**config.mk**
```make
export PLATFORM = sky130hd
export DESIGN_NAME = cmst_top
export DESIGN_NICKNAME = d
export VERILOG_FILES = /design/src/cmst_pkg.sv /design/src/cmst_chan.sv /design/src/cmst_top.sv
export SDC_FILE = /design/constraint.sdc
export NUM_CORES = 1
export LEC_CHECK = 0
export BUFFER_PORTS_ARGS = -buffer_cell sky130_fd_sc_hd__buf_2
export CAP_MARGIN = 10
export CORE_MARGIN = 1
export CORE_UTILIZATION = 50
export DETAILED_ROUTE_END_ITERATION = 8
export PLACE_DENSITY = 0.83
export SLEW_MARGIN = 20
export SYNTH_ARGS = -nofsm -noshare
export SYNTH_HDL_FRONTEND = slang
export SYNTH_SLANG_ARGS = --single-unit
```
**constraint.sdc**
```tcl
create_clock -name mclk -period 2.5 [get_ports mclk]
set_input_delay 0.5 -clock mclk [delete_from_list [all_inputs] [get_ports mclk]]
set_output_delay 0.5 -clock mclk [all_outputs]
set_load 0.01 [all_outputs]
```
**src/cmst_pkg.sv**
```systemverilog
// constants and rule summary for the comparator global status register bank
// Summary of operation
// - idle-stop set halts all four comparators in idle; clear keeps them running
// - each event status bit copies bit 9 of its channel control register
// - each output status bit copies bit 8 of its channel control register
// - polarity 0: output reads 1 when positive input exceeds negative input
// - event status reads 1 after channel event, 0 while none occurred
// - unimplemented status bits read zero and ignore writes
package cmst_pkg;
	localparam int NCHAN = 4;
	localparam logic [3:0] ADDR_STATUS = 4'h0;
	localparam logic [3:0] ADDR_CHAN0 = 4'h1;
	localparam int IDLE_BIT = 15;
	localparam int EVT_LSB = 8;
	localparam int OUT_LSB = 0;
	localparam int CTL_EVT_BIT = 9;
	localparam int CTL_OUT_BIT = 8;
	localparam int CTL_POL_BIT = 4;
	localparam int CTL_EN_BIT = 15;
	localparam logic [15:0] STATUS_WMASK = 16'h8000;
	localparam logic [15:0] CTL_WMASK = 16'h8010;
	localparam logic [15:0] RESET_VALUE = 16'h0000;
endpackage

```
**src/cmst_chan.sv**
```systemverilog
// one comparator channel: compare, polarity, event latch, control register
module cmst_chan (
	input  wire logic        mclk,
	input  wire logic        nrst,
	input  wire logic        run,
	input  wire logic        vin_gt,
	input  wire logic        wr,
	input  wire logic [15:0] wdata,
	output logic      [15:0] ctl
);
	logic        enable;
	logic        pol;
	logic        out_bit;
	logic        evt_bit;
	logic        active;
	logic        next_out;
	logic        evt_clear;
	assign active = enable && run;
	assign next_out = active ? (vin_gt ^ pol) : out_bit;
	assign evt_clear = wr && !wdata[cmst_pkg::CTL_EVT_BIT];
	always_ff @(posedge mclk) begin
		if (!nrst) begin
			enable <= 1'b0;
			pol <= 1'b0;
			out_bit <= 1'b0;
			evt_bit <= 1'b0;
		end else begin
			if (wr) begin
				enable <= wdata[cmst_pkg::CTL_EN_BIT];
				pol <= wdata[cmst_pkg::CTL_POL_BIT];
			end
			out_bit <= next_out;
			// set wins over software clear
			if (active && (next_out != out_bit))
				evt_bit <= 1'b1;
			else if (evt_clear)
				evt_bit <= 1'b0;
		end
	end
	always_comb begin
		ctl = 16'h0000;
		ctl[cmst_pkg::CTL_EN_BIT] = enable;
		ctl[cmst_pkg::CTL_POL_BIT] = pol;
		ctl[cmst_pkg::CTL_EVT_BIT] = evt_bit;
		ctl[cmst_pkg::CTL_OUT_BIT] = out_bit;
	end
	a_evt_on_edge: assert property (@(posedge mclk) disable iff (!nrst)
		(active && (next_out != out_bit)) |=> evt_bit)
		else $error("event not latched on output change");
	a_out_polarity: assert property (@(posedge mclk) disable iff (!nrst)
		active |=> (out_bit == ($past(vin_gt) ^ $past(pol))))
		else $error("output does not follow input and polarity");
	a_out_frozen: assert property (@(posedge mclk) disable iff (!nrst)
		!active |=> $stable(out_bit))
		else $error("stopped comparator output changed");
endmodule

```
**src/cmst_top.sv**
```systemverilog
// comparator global status register bank with four channels
//
// The implementer's own choices: the address map and strobed register access.
module cmst_top (
	input  wire logic        mclk,
	input  wire logic        nrst,
	input  wire logic [3:0]  addr,
	input  wire logic [15:0] wdata,
	input  wire logic        wr,
	input  wire logic        rd,
	output logic      [15:0] rdata,
	input  wire logic        idle_mode,
	input  wire logic [3:0]  vin_gt,
	output logic      [3:0]  comp_out
);
	logic              idle_stop_all;
	logic              run;
	logic [15:0]       ctl [cmst_pkg::NCHAN];
	logic [3:0]        evt_vec;
	logic [3:0]        out_vec;
	logic [15:0]       status;
	logic [15:0]       next_rdata;
	logic [15:0]       sel_ctl;
	logic              sel_ok;
	assign run = !(idle_stop_all && idle_mode);
	// one decoder serves both the write strobes and the read select
	function automatic logic chan_hit(input logic [3:0] a, input logic [1:0] idx);
		return a == (cmst_pkg::ADDR_CHAN0 + {2'b00, idx});
	endfunction
	genvar gi;
	generate
		for (gi = 0; gi < cmst_pkg::NCHAN; gi++) begin : g_ch
			logic wr_ch;
			assign wr_ch = wr && chan_hit(addr, 2'(gi));
			cmst_chan u_chan (
				.mclk   (mclk),
				.nrst   (nrst),
				.run    (run),
				.vin_gt (vin_gt[gi]),
				.wr     (wr_ch),
				.wdata  (wdata),
				.ctl    (ctl[gi])
			);
			assign evt_vec[gi] = ctl[gi][cmst_pkg::CTL_EVT_BIT];
			assign out_vec[gi] = ctl[gi][cmst_pkg::CTL_OUT_BIT];
		end
	endgenerate
	// only the idle-stop bit is stored; bits 11:8 and 3:0 mirror the channels, all other positions are constant zero
	assign status = {idle_stop_all, 3'h0, evt_vec, 4'h0, out_vec};
	assign sel_ok = chan_hit(addr, 2'd0) || chan_hit(addr, 2'd1) ||
		chan_hit(addr, 2'd2) || chan_hit(addr, 2'd3);
	assign sel_ctl = sel_ok ? ctl[2'(addr - cmst_pkg::ADDR_CHAN0)] : 16'h0000;
	assign next_rdata = (addr == cmst_pkg::ADDR_STATUS) ? status : sel_ctl;
	always_ff @(posedge mclk) begin
		if (!nrst) begin
			idle_stop_all <= 1'b0;
			rdata <= cmst_pkg::RESET_VALUE;
			comp_out <= 4'h0;
		end else begin
			if (wr && addr == cmst_pkg::ADDR_STATUS)
				idle_stop_all <= wdata[cmst_pkg::IDLE_BIT];
			rdata <= rd ? next_rdata : 16'h0000;
			comp_out <= out_vec;
		end
	end
	a_status_copies: assert property (@(posedge mclk) disable iff (!nrst)
		(rd && addr == cmst_pkg::ADDR_STATUS) |=>
		(rdata[11:8] == $past(evt_vec) && rdata[3:0] == $past(out_vec)))
		else $error("status read does not mirror channel bits");
	a_reserved_zero: assert property (@(posedge mclk) disable iff (!nrst)
		(rd && addr == cmst_pkg::ADDR_STATUS) |=> ((rdata & 16'h70f0) == 16'h0000))
		else $error("reserved status bits not zero");
	a_idle_halts: assert property (@(posedge mclk) disable iff (!nrst)
		(idle_stop_all && idle_mode) |-> !run)
		else $error("comparators not stopped in idle");
	a_idle_runs: assert property (@(posedge mclk) disable iff (!nrst)
		!idle_stop_all |-> run)
		else $error("comparators halted without idle stop");
	a_out_mirror: assert property (@(posedge mclk) disable iff (!nrst)
		1'b1 |=> comp_out == $past(out_vec))
		else $error("output pins differ from status");

	a_rdata_idle: assert property (@(posedge mclk) disable iff (!nrst)
		!rd |=>
		(rdata == 16'h0000))
		else $error("read data not zero outside a read");

	a_unmapped_zero: assert property (@(posedge mclk) disable iff (!nrst)
		(rd && addr > 4'h4) |=>
		(rdata == 16'h0000))
		else $error("unmapped read not zero");

	a_status_write: assert property (@(posedge mclk) disable iff (!nrst)
		(wr && addr == cmst_pkg::ADDR_STATUS) |=>
		(idle_stop_all == $past(wdata[cmst_pkg::IDLE_BIT])))
		else $error("idle stop bit not written");

	a_status_hold: assert property (@(posedge mclk) disable iff (!nrst)
		!(wr && addr == cmst_pkg::ADDR_STATUS) |=>
		$stable(idle_stop_all))
		else $error("idle stop bit changed without status write");

	a_idle_stop_rd: assert property (@(posedge mclk) disable iff (!nrst)
		(rd && addr == cmst_pkg::ADDR_STATUS) |=>
		(rdata[cmst_pkg::IDLE_BIT] == $past(idle_stop_all)))
		else $error("idle stop bit not read back");

	a_idle_run_busy: assert property (@(posedge mclk) disable iff (!nrst)
		!idle_mode |->
		run)
		else $error("comparators halted outside idle");

	a_unmapped_wr: assert property (@(posedge mclk) disable iff (!nrst)
		(wr && addr > 4'h4) |=>
		$stable(idle_stop_all))
		else $error("unmapped write changed state");

	a_ch1_evt_copy: assert property (@(posedge mclk) disable iff (!nrst)
		(rd && addr == cmst_pkg::ADDR_STATUS) |=>
		(rdata[cmst_pkg::EVT_LSB] == $past(ctl[0][cmst_pkg::CTL_EVT_BIT])))
		else $error("channel 1 event status copy wrong");

	a_ch1_out_copy: assert property (@(posedge mclk) disable iff (!nrst)
		(rd && addr == cmst_pkg::ADDR_STATUS) |=>
		(rdata[cmst_pkg::OUT_LSB] == $past(ctl[0][cmst_pkg::CTL_OUT_BIT])))
		else $error("channel 1 output status copy wrong");

	a_ch1_ctl_read: assert property (@(posedge mclk) disable iff (!nrst)
		(rd && addr == 4'h1) |=>
		(rdata == $past(ctl[0])))
		else $error("channel 1 control read wrong");

	a_ch1_pol_zero: assert property (@(posedge mclk) disable iff (!nrst)
		(run && ctl[0][cmst_pkg::CTL_EN_BIT] && !ctl[0][cmst_pkg::CTL_POL_BIT]) |=>
		(ctl[0][cmst_pkg::CTL_OUT_BIT] == $past(vin_gt[0])))
		else $error("channel 1 output wrong with polarity 0");

	a_ch1_pol_one: assert property (@(posedge mclk) disable iff (!nrst)
		(run && ctl[0][cmst_pkg::CTL_EN_BIT] && ctl[0][cmst_pkg::CTL_POL_BIT]) |=>
		(ctl[0][cmst_pkg::CTL_OUT_BIT] == !$past(vin_gt[0])))
		else $error("channel 1 output wrong with polarity 1");

	a_ch1_evt_set: assert property (@(posedge mclk) disable iff (!nrst)
		(run && ctl[0][cmst_pkg::CTL_EN_BIT] && (ctl[0][cmst_pkg::CTL_OUT_BIT]
		!= (vin_gt[0] ^ ctl[0][cmst_pkg::CTL_POL_BIT]))) |=> ctl[0][cmst_pkg::CTL_EVT_BIT])
		else $error("channel 1 event not set");

	a_ch1_evt_quiet: assert property (@(posedge mclk) disable iff (!nrst)
		(!ctl[0][cmst_pkg::CTL_EVT_BIT] && !(run && ctl[0][cmst_pkg::CTL_EN_BIT])) |=>
		!ctl[0][cmst_pkg::CTL_EVT_BIT])
		else $error("channel 1 event set without activity");

	a_ch1_idle_hold: assert property (@(posedge mclk) disable iff (!nrst)
		!run |=>
		$stable(ctl[0][cmst_pkg::CTL_OUT_BIT]))
		else $error("channel 1 output moved while stopped");

	a_ch1_comp_pin: assert property (@(posedge mclk) disable iff (!nrst)
		1'b1 |=>
		(comp_out[0] == $past(ctl[0][cmst_pkg::CTL_OUT_BIT])))
		else $error("channel 1 output pin wrong");

	a_ch2_evt_copy: assert property (@(posedge mclk) disable iff (!nrst)
		(rd && addr == cmst_pkg::ADDR_STATUS) |=>
		(rdata[cmst_pkg::EVT_LSB + 1] == $past(ctl[1][cmst_pkg::CTL_EVT_BIT])))
		else $error("channel 2 event status copy wrong");

	a_ch2_out_copy: assert property (@(posedge mclk) disable iff (!nrst)
		(rd && addr == cmst_pkg::ADDR_STATUS) |=>
		(rdata[cmst_pkg::OUT_LSB + 1] == $past(ctl[1][cmst_pkg::CTL_OUT_BIT])))
		else $error("channel 2 output status copy wrong");

	a_ch2_ctl_read: assert property (@(posedge mclk) disable iff (!nrst)
		(rd && addr == 4'h2) |=>
		(rdata == $past(ctl[1])))
		else $error("channel 2 control read wrong");

	a_ch2_pol_zero: assert property (@(posedge mclk) disable iff (!nrst)
		(run && ctl[1][cmst_pkg::CTL_EN_BIT] && !ctl[1][cmst_pkg::CTL_POL_BIT]) |=>
		(ctl[1][cmst_pkg::CTL_OUT_BIT] == $past(vin_gt[1])))
		else $error("channel 2 output wrong with polarity 0");

	a_ch2_pol_one: assert property (@(posedge mclk) disable iff (!nrst)
		(run && ctl[1][cmst_pkg::CTL_EN_BIT] && ctl[1][cmst_pkg::CTL_POL_BIT]) |=>
		(ctl[1][cmst_pkg::CTL_OUT_BIT] == !$past(vin_gt[1])))
		else $error("channel 2 output wrong with polarity 1");

	a_ch2_evt_set: assert property (@(posedge mclk) disable iff (!nrst)
		(run && ctl[1][cmst_pkg::CTL_EN_BIT] && (ctl[1][cmst_pkg::CTL_OUT_BIT]
		!= (vin_gt[1] ^ ctl[1][cmst_pkg::CTL_POL_BIT]))) |=> ctl[1][cmst_pkg::CTL_EVT_BIT])
		else $error("channel 2 event not set");

	a_ch2_evt_quiet: assert property (@(posedge mclk) disable iff (!nrst)
		(!ctl[1][cmst_pkg::CTL_EVT_BIT] && !(run && ctl[1][cmst_pkg::CTL_EN_BIT])) |=>
		!ctl[1][cmst_pkg::CTL_EVT_BIT])
		else $error("channel 2 event set without activity");

	a_ch2_idle_hold: assert property (@(posedge mclk) disable iff (!nrst)
		!run |=>
		$stable(ctl[1][cmst_pkg::CTL_OUT_BIT]))
		else $error("channel 2 output moved while stopped");

	a_ch2_comp_pin: assert property (@(posedge mclk) disable iff (!nrst)
		1'b1 |=>
		(comp_out[1] == $past(ctl[1][cmst_pkg::CTL_OUT_BIT])))
		else $error("channel 2 output pin wrong");

	a_ch3_evt_copy: assert property (@(posedge mclk) disable iff (!nrst)
		(rd && addr == cmst_pkg::ADDR_STATUS) |=>
		(rdata[cmst_pkg::EVT_LSB + 2] == $past(ctl[2][cmst_pkg::CTL_EVT_BIT])))
		else $error("channel 3 event status copy wrong");

	a_ch3_out_copy: assert property (@(posedge mclk) disable iff (!nrst)
		(rd && addr == cmst_pkg::ADDR_STATUS) |=>
		(rdata[cmst_pkg::OUT_LSB + 2] == $past(ctl[2][cmst_pkg::CTL_OUT_BIT])))
		else $error("channel 3 output status copy wrong");

	a_ch3_ctl_read: assert property (@(posedge mclk) disable iff (!nrst)
		(rd && addr == 4'h3) |=>
		(rdata == $past(ctl[2])))
		else $error("channel 3 control read wrong");

	a_ch3_pol_zero: assert property (@(posedge mclk) disable iff (!nrst)
		(run && ctl[2][cmst_pkg::CTL_EN_BIT] && !ctl[2][cmst_pkg::CTL_POL_BIT]) |=>
		(ctl[2][cmst_pkg::CTL_OUT_BIT] == $past(vin_gt[2])))
		else $error("channel 3 output wrong with polarity 0");

	a_ch3_pol_one: assert property (@(posedge mclk) disable iff (!nrst)
		(run && ctl[2][cmst_pkg::CTL_EN_BIT] && ctl[2][cmst_pkg::CTL_POL_BIT]) |=>
		(ctl[2][cmst_pkg::CTL_OUT_BIT] == !$past(vin_gt[2])))
		else $error("channel 3 output wrong with polarity 1");

	a_ch3_evt_set: assert property (@(posedge mclk) disable iff (!nrst)
		(run && ctl[2][cmst_pkg::CTL_EN_BIT] && (ctl[2][cmst_pkg::CTL_OUT_BIT]
		!= (vin_gt[2] ^ ctl[2][cmst_pkg::CTL_POL_BIT]))) |=> ctl[2][cmst_pkg::CTL_EVT_BIT])
		else $error("channel 3 event not set");

	a_ch3_evt_quiet: assert property (@(posedge mclk) disable iff (!nrst)
		(!ctl[2][cmst_pkg::CTL_EVT_BIT] && !(run && ctl[2][cmst_pkg::CTL_EN_BIT])) |=>
		!ctl[2][cmst_pkg::CTL_EVT_BIT])
		else $error("channel 3 event set without activity");

	a_ch3_idle_hold: assert property (@(posedge mclk) disable iff (!nrst)
		!run |=>
		$stable(ctl[2][cmst_pkg::CTL_OUT_BIT]))
		else $error("channel 3 output moved while stopped");

	a_ch3_comp_pin: assert property (@(posedge mclk) disable iff (!nrst)
		1'b1 |=>
		(comp_out[2] == $past(ctl[2][cmst_pkg::CTL_OUT_BIT])))
		else $error("channel 3 output pin wrong");

	a_ch4_evt_copy: assert property (@(posedge mclk) disable iff (!nrst)
		(rd && addr == cmst_pkg::ADDR_STATUS) |=>
		(rdata[cmst_pkg::EVT_LSB + 3] == $past(ctl[3][cmst_pkg::CTL_EVT_BIT])))
		else $error("channel 4 event status copy wrong");

	a_ch4_out_copy: assert property (@(posedge mclk) disable iff (!nrst)
		(rd && addr == cmst_pkg::ADDR_STATUS) |=>
		(rdata[cmst_pkg::OUT_LSB + 3] == $past(ctl[3][cmst_pkg::CTL_OUT_BIT])))
		else $error("channel 4 output status copy wrong");

	a_ch4_ctl_read: assert property (@(posedge mclk) disable iff (!nrst)
		(rd && addr == 4'h4) |=>
		(rdata == $past(ctl[3])))
		else $error("channel 4 control read wrong");

	a_ch4_pol_zero: assert property (@(posedge mclk) disable iff (!nrst)
		(run && ctl[3][cmst_pkg::CTL_EN_BIT] && !ctl[3][cmst_pkg::CTL_POL_BIT]) |=>
		(ctl[3][cmst_pkg::CTL_OUT_BIT] == $past(vin_gt[3])))
		else $error("channel 4 output wrong with polarity 0");

	a_ch4_pol_one: assert property (@(posedge mclk) disable iff (!nrst)
		(run && ctl[3][cmst_pkg::CTL_EN_BIT] && ctl[3][cmst_pkg::CTL_POL_BIT]) |=>
		(ctl[3][cmst_pkg::CTL_OUT_BIT] == !$past(vin_gt[3])))
		else $error("channel 4 output wrong with polarity 1");

	a_ch4_evt_set: assert property (@(posedge mclk) disable iff (!nrst)
		(run && ctl[3][cmst_pkg::CTL_EN_BIT] && (ctl[3][cmst_pkg::CTL_OUT_BIT]
		!= (vin_gt[3] ^ ctl[3][cmst_pkg::CTL_POL_BIT]))) |=> ctl[3][cmst_pkg::CTL_EVT_BIT])
		else $error("channel 4 event not set");

	a_ch4_evt_quiet: assert property (@(posedge mclk) disable iff (!nrst)
		(!ctl[3][cmst_pkg::CTL_EVT_BIT] && !(run && ctl[3][cmst_pkg::CTL_EN_BIT])) |=>
		!ctl[3][cmst_pkg::CTL_EVT_BIT])
		else $error("channel 4 event set without activity");

	a_ch4_idle_hold: assert property (@(posedge mclk) disable iff (!nrst)
		!run |=>
		$stable(ctl[3][cmst_pkg::CTL_OUT_BIT]))
		else $error("channel 4 output moved while stopped");

	a_ch4_comp_pin: assert property (@(posedge mclk) disable iff (!nrst)
		1'b1 |=>
		(comp_out[3] == $past(ctl[3][cmst_pkg::CTL_OUT_BIT])))
		else $error("channel 4 output pin wrong");
endmodule

```
==> results.tsv <==
stage	metric	value	unit
synthesis	synth.top_cells.by_area	dfxtp_1, mux2i_1, mux4_2	
place	dp_hpwl	2120	um
synthesis	synth_edf_count	0	
synthesis	syn_area_per_cell	11.1	um^2
global_route	track_usage	20.4	%
setup_path	critPathTopFamily	multiplexers	
synthesis	ys_seq_area_share	43.9	%
layout	fill_cells	227	
power	peakVddDrop	585	uV
power	p_leak	0.000692	uW
place	routabilityCongestion	0.872	
detailed_routing	ant_nets	0	
setup_path	end_kind	register	
power	seqPwrFrac	50.4	%
cts	htreeDepth	2	
floorplan	placement_rows	18	
synthesis	synthArstFlopShare	0	%
global_route	antenna_found_initial	0	
setup_path	slowest_delay	540	ps
floorplan	fp.dieH	55.2	um
floorplan	chipWidth	55.2	um
cts	post_cts_buffers	0	
sta	grt_setup_unrepaired	no	
layout	diodes	0	
sta	setup-tns-final	0	ps
setup_path	path_class	input port to register	
worst_hold_path	hp-start	wdata[4]	
sta	drv_slew	0	
cts	clockRootBuffer	clkbuf_4	
power	p_switching	226	uW
setup_path	critPathLaunchType	input port	
synthesis	ys_types	29	
power	intPower	768	uW
sta	hold_viol	0	
setup_path	critPathBufInv	3	
place	port_buffers	29	
floorplan	die_area	3050	um^2
layout	drive_above_1_share	30.6	%
power	p_per_area	608	nW/um^2
setup_path	critPathSlowestCell	mux4_2	
power	p_clk_share	41.6	%
cts	ctsResizeCount	0	
cts	cts_tree	done	
sta	max_freq	0.609	GHz
layout	layout_commonest_cell	dfxtp_1	
sta	setup_viol	0	
cts	insertion_delay	340	ps
layout	nets	192	
setup_path	critPathArrivalTime	1880	ps
floorplan	pin_count	49	
power	p_comb_share	7.9	%
detailed_routing	drc_errors	0	
power	switching_share	22.8	%
detailed_routing	vias_per_cell	5.54	
detailed_routing	routed_wl	2720	um
cts	clk_path_buf_depth	2	
global_route	grt_pass1_wl	4770	um
worst_hold_path	holdCritPathClass	input port to register	
global_route	grt_max_degree	15	
floorplan	floorplan.core_area	2570	um^2
sta	clock_skew	7.84	ps
synthesis	yosysTopAreaCellShare	43.9	%
sta	period_needed	1640	ps
setup_path	critPathMostFrequentCell	inv_1	
layout	fin_util	63.7	%
synthesis	postSynthCellCount	128	
detailed_routing	vias	1052	
outcome	status	completed	
detailed_routing	drtPass1Iterations	4	
setup_path	regToRegStartpoint	idle_stop_all	
global_route	grt_overflow_total	0	
sta	post-route-period-util	65.7	%
cts	numCtsBuffers	5	
floorplan	initial_utilization	55.1	%
detailed_routing	wire_per_inst	14.3	um
setup_path	cp_cell_sequence	buf_2 -> inv_1 -> ha_1 -> mux4_2 -> inv_1 -> o2bb2ai_1	
setup_path	crit_start	addr[0]	
layout	syn_to_final_growth	15.6	%
synthesis	synth_area	1420	um^2
layout	layout_common_cells	dfxtp_1, buf_2, and2_1, mux2i_1, nor2_1	
setup_path	crit_fanout	7	
synthesis	synth_top_cell_by_area	dfxtp_1	
job	maxCapViolCount	0	
cts	path_clk_slew	90	ps
detailed_routing	first_iter_violations	17	
synthesis	synth-seq-cells	31	
global_route	grt_pass1_vias	995	
cts	hold_buffers	0	
synthesis	synth_warnings	0	
cts	cts_sinks	31	
synthesis	ys.flop_type	dfxtp_1	
setup_path	worstPathRequired	2730	ps
==> per-layer routing <==
metal | part of all wire [%] | vias up | global-route usage (%)
li1 | - | 506 | -
met1 | 41 | 508 | 23.8
met2 | 51 | 30 | 33.9
met3 | 5.9 | 8 | 7.03
met4 | 1.8 | 0 | 8.57
met5 | 0 | - | 0
==> logic make-up (layout without fill, tap and decap cells) <==
logic type                 count (synthesis)  count (layout)  share of synthesized area [%]
buffers and inverters                     16              43                           6.37
AOI/OAI and AO/OA                         17              17                           9.73
and+or+nand+nor                           37              37                           17.9
other                                      1               6                          0.265
adders and majority gates                  4               4                           3.54
muxes                                     13              13                           12.7
DFF                                       31              31                           43.9
xor gates and xnor gates                   9               9                           5.57
==> cell type report <==
cell class | count | area [um^2] | share of cell area, %
clock buffers | 6 | 51.3 | 3.14
clock inverters | 2 | 35.0 | 2.14
well taps | 30 | 37.5 | 2.30
inverters | 6 | 22.5 | 1.38
repair buffers | 29 | 145 | 8.88
flip-flops and latches | 31 | 621 | 37.9
multi-input cells | 86 | 723 | 44.2
==> Yosys cell counts, drive strengths merged (2+ instances only) <==
master   count
mux4         4
nand2        5
and2        10
clkbuf       3
and3         3
xnor2        7
buf          7
mux2i        9
nor4b        2
dfxtp       31
and4bb       4
a32o         3
ha           4
o2bb2ai      3
nor2         9
inv          6
a21oi        4
xor2         2
a311oi       4
==> through the flow <==
step,cells,setup WS [ps],total power (uW),cell area [um^2],hold slack [ps]
global placement,182,527,588,1550,468
CTS,190,869,1000,1640,444
floorplan,133,848,571,1430,441
detailed placement,182,508,592,1550,487
global route,190,764,1030,1640,466
finish,190,857,995,1640,453
==> final timing paths <==
check | cells past startpoint | slack [ps] | to
setup / recovery | 6 | 860 | rdata[15]
hold / removal | 3 | 450 | g_ch[3].u_chan.pol
setup reg to reg | 3 | 1280 | g_ch[2].u_chan.evt_bit
hold reg to reg | 1 | 500 | rdata[9]
==> tightest hold or removal path, stage by stage <==
cell and delay [ps]:
buf_2 120, mux2i_1 70, nor2_1 70
==> power by group through the flow <==
stage / registers [uW] / clock network, uW / logic, uW
final: 502 / 414 / 79.0
after global routing: 502 / 442 / 86.7
after CTS: 502 / 420 / 78.8
after detailed placement: 513 / 0 / 78.6
after global placement: 513 / 0 / 75.5
after floorplan: 512 / 0 / 59.4
==> registers in the layout (all words and copies together) (netlist names) <==
| name | count |
|---|---|
| comp_out | 4 |
| idle_stop_all | 1 |
| g_ch.u_chan.pol | 4 |
| g_ch.u_chan.evt_bit | 4 |
| g_ch.u_chan.out_bit | 4 |
| g_ch.u_chan.enable | 4 |
| rdata | 10 |
No activity file was read; power rests on OpenSTA's default activity.
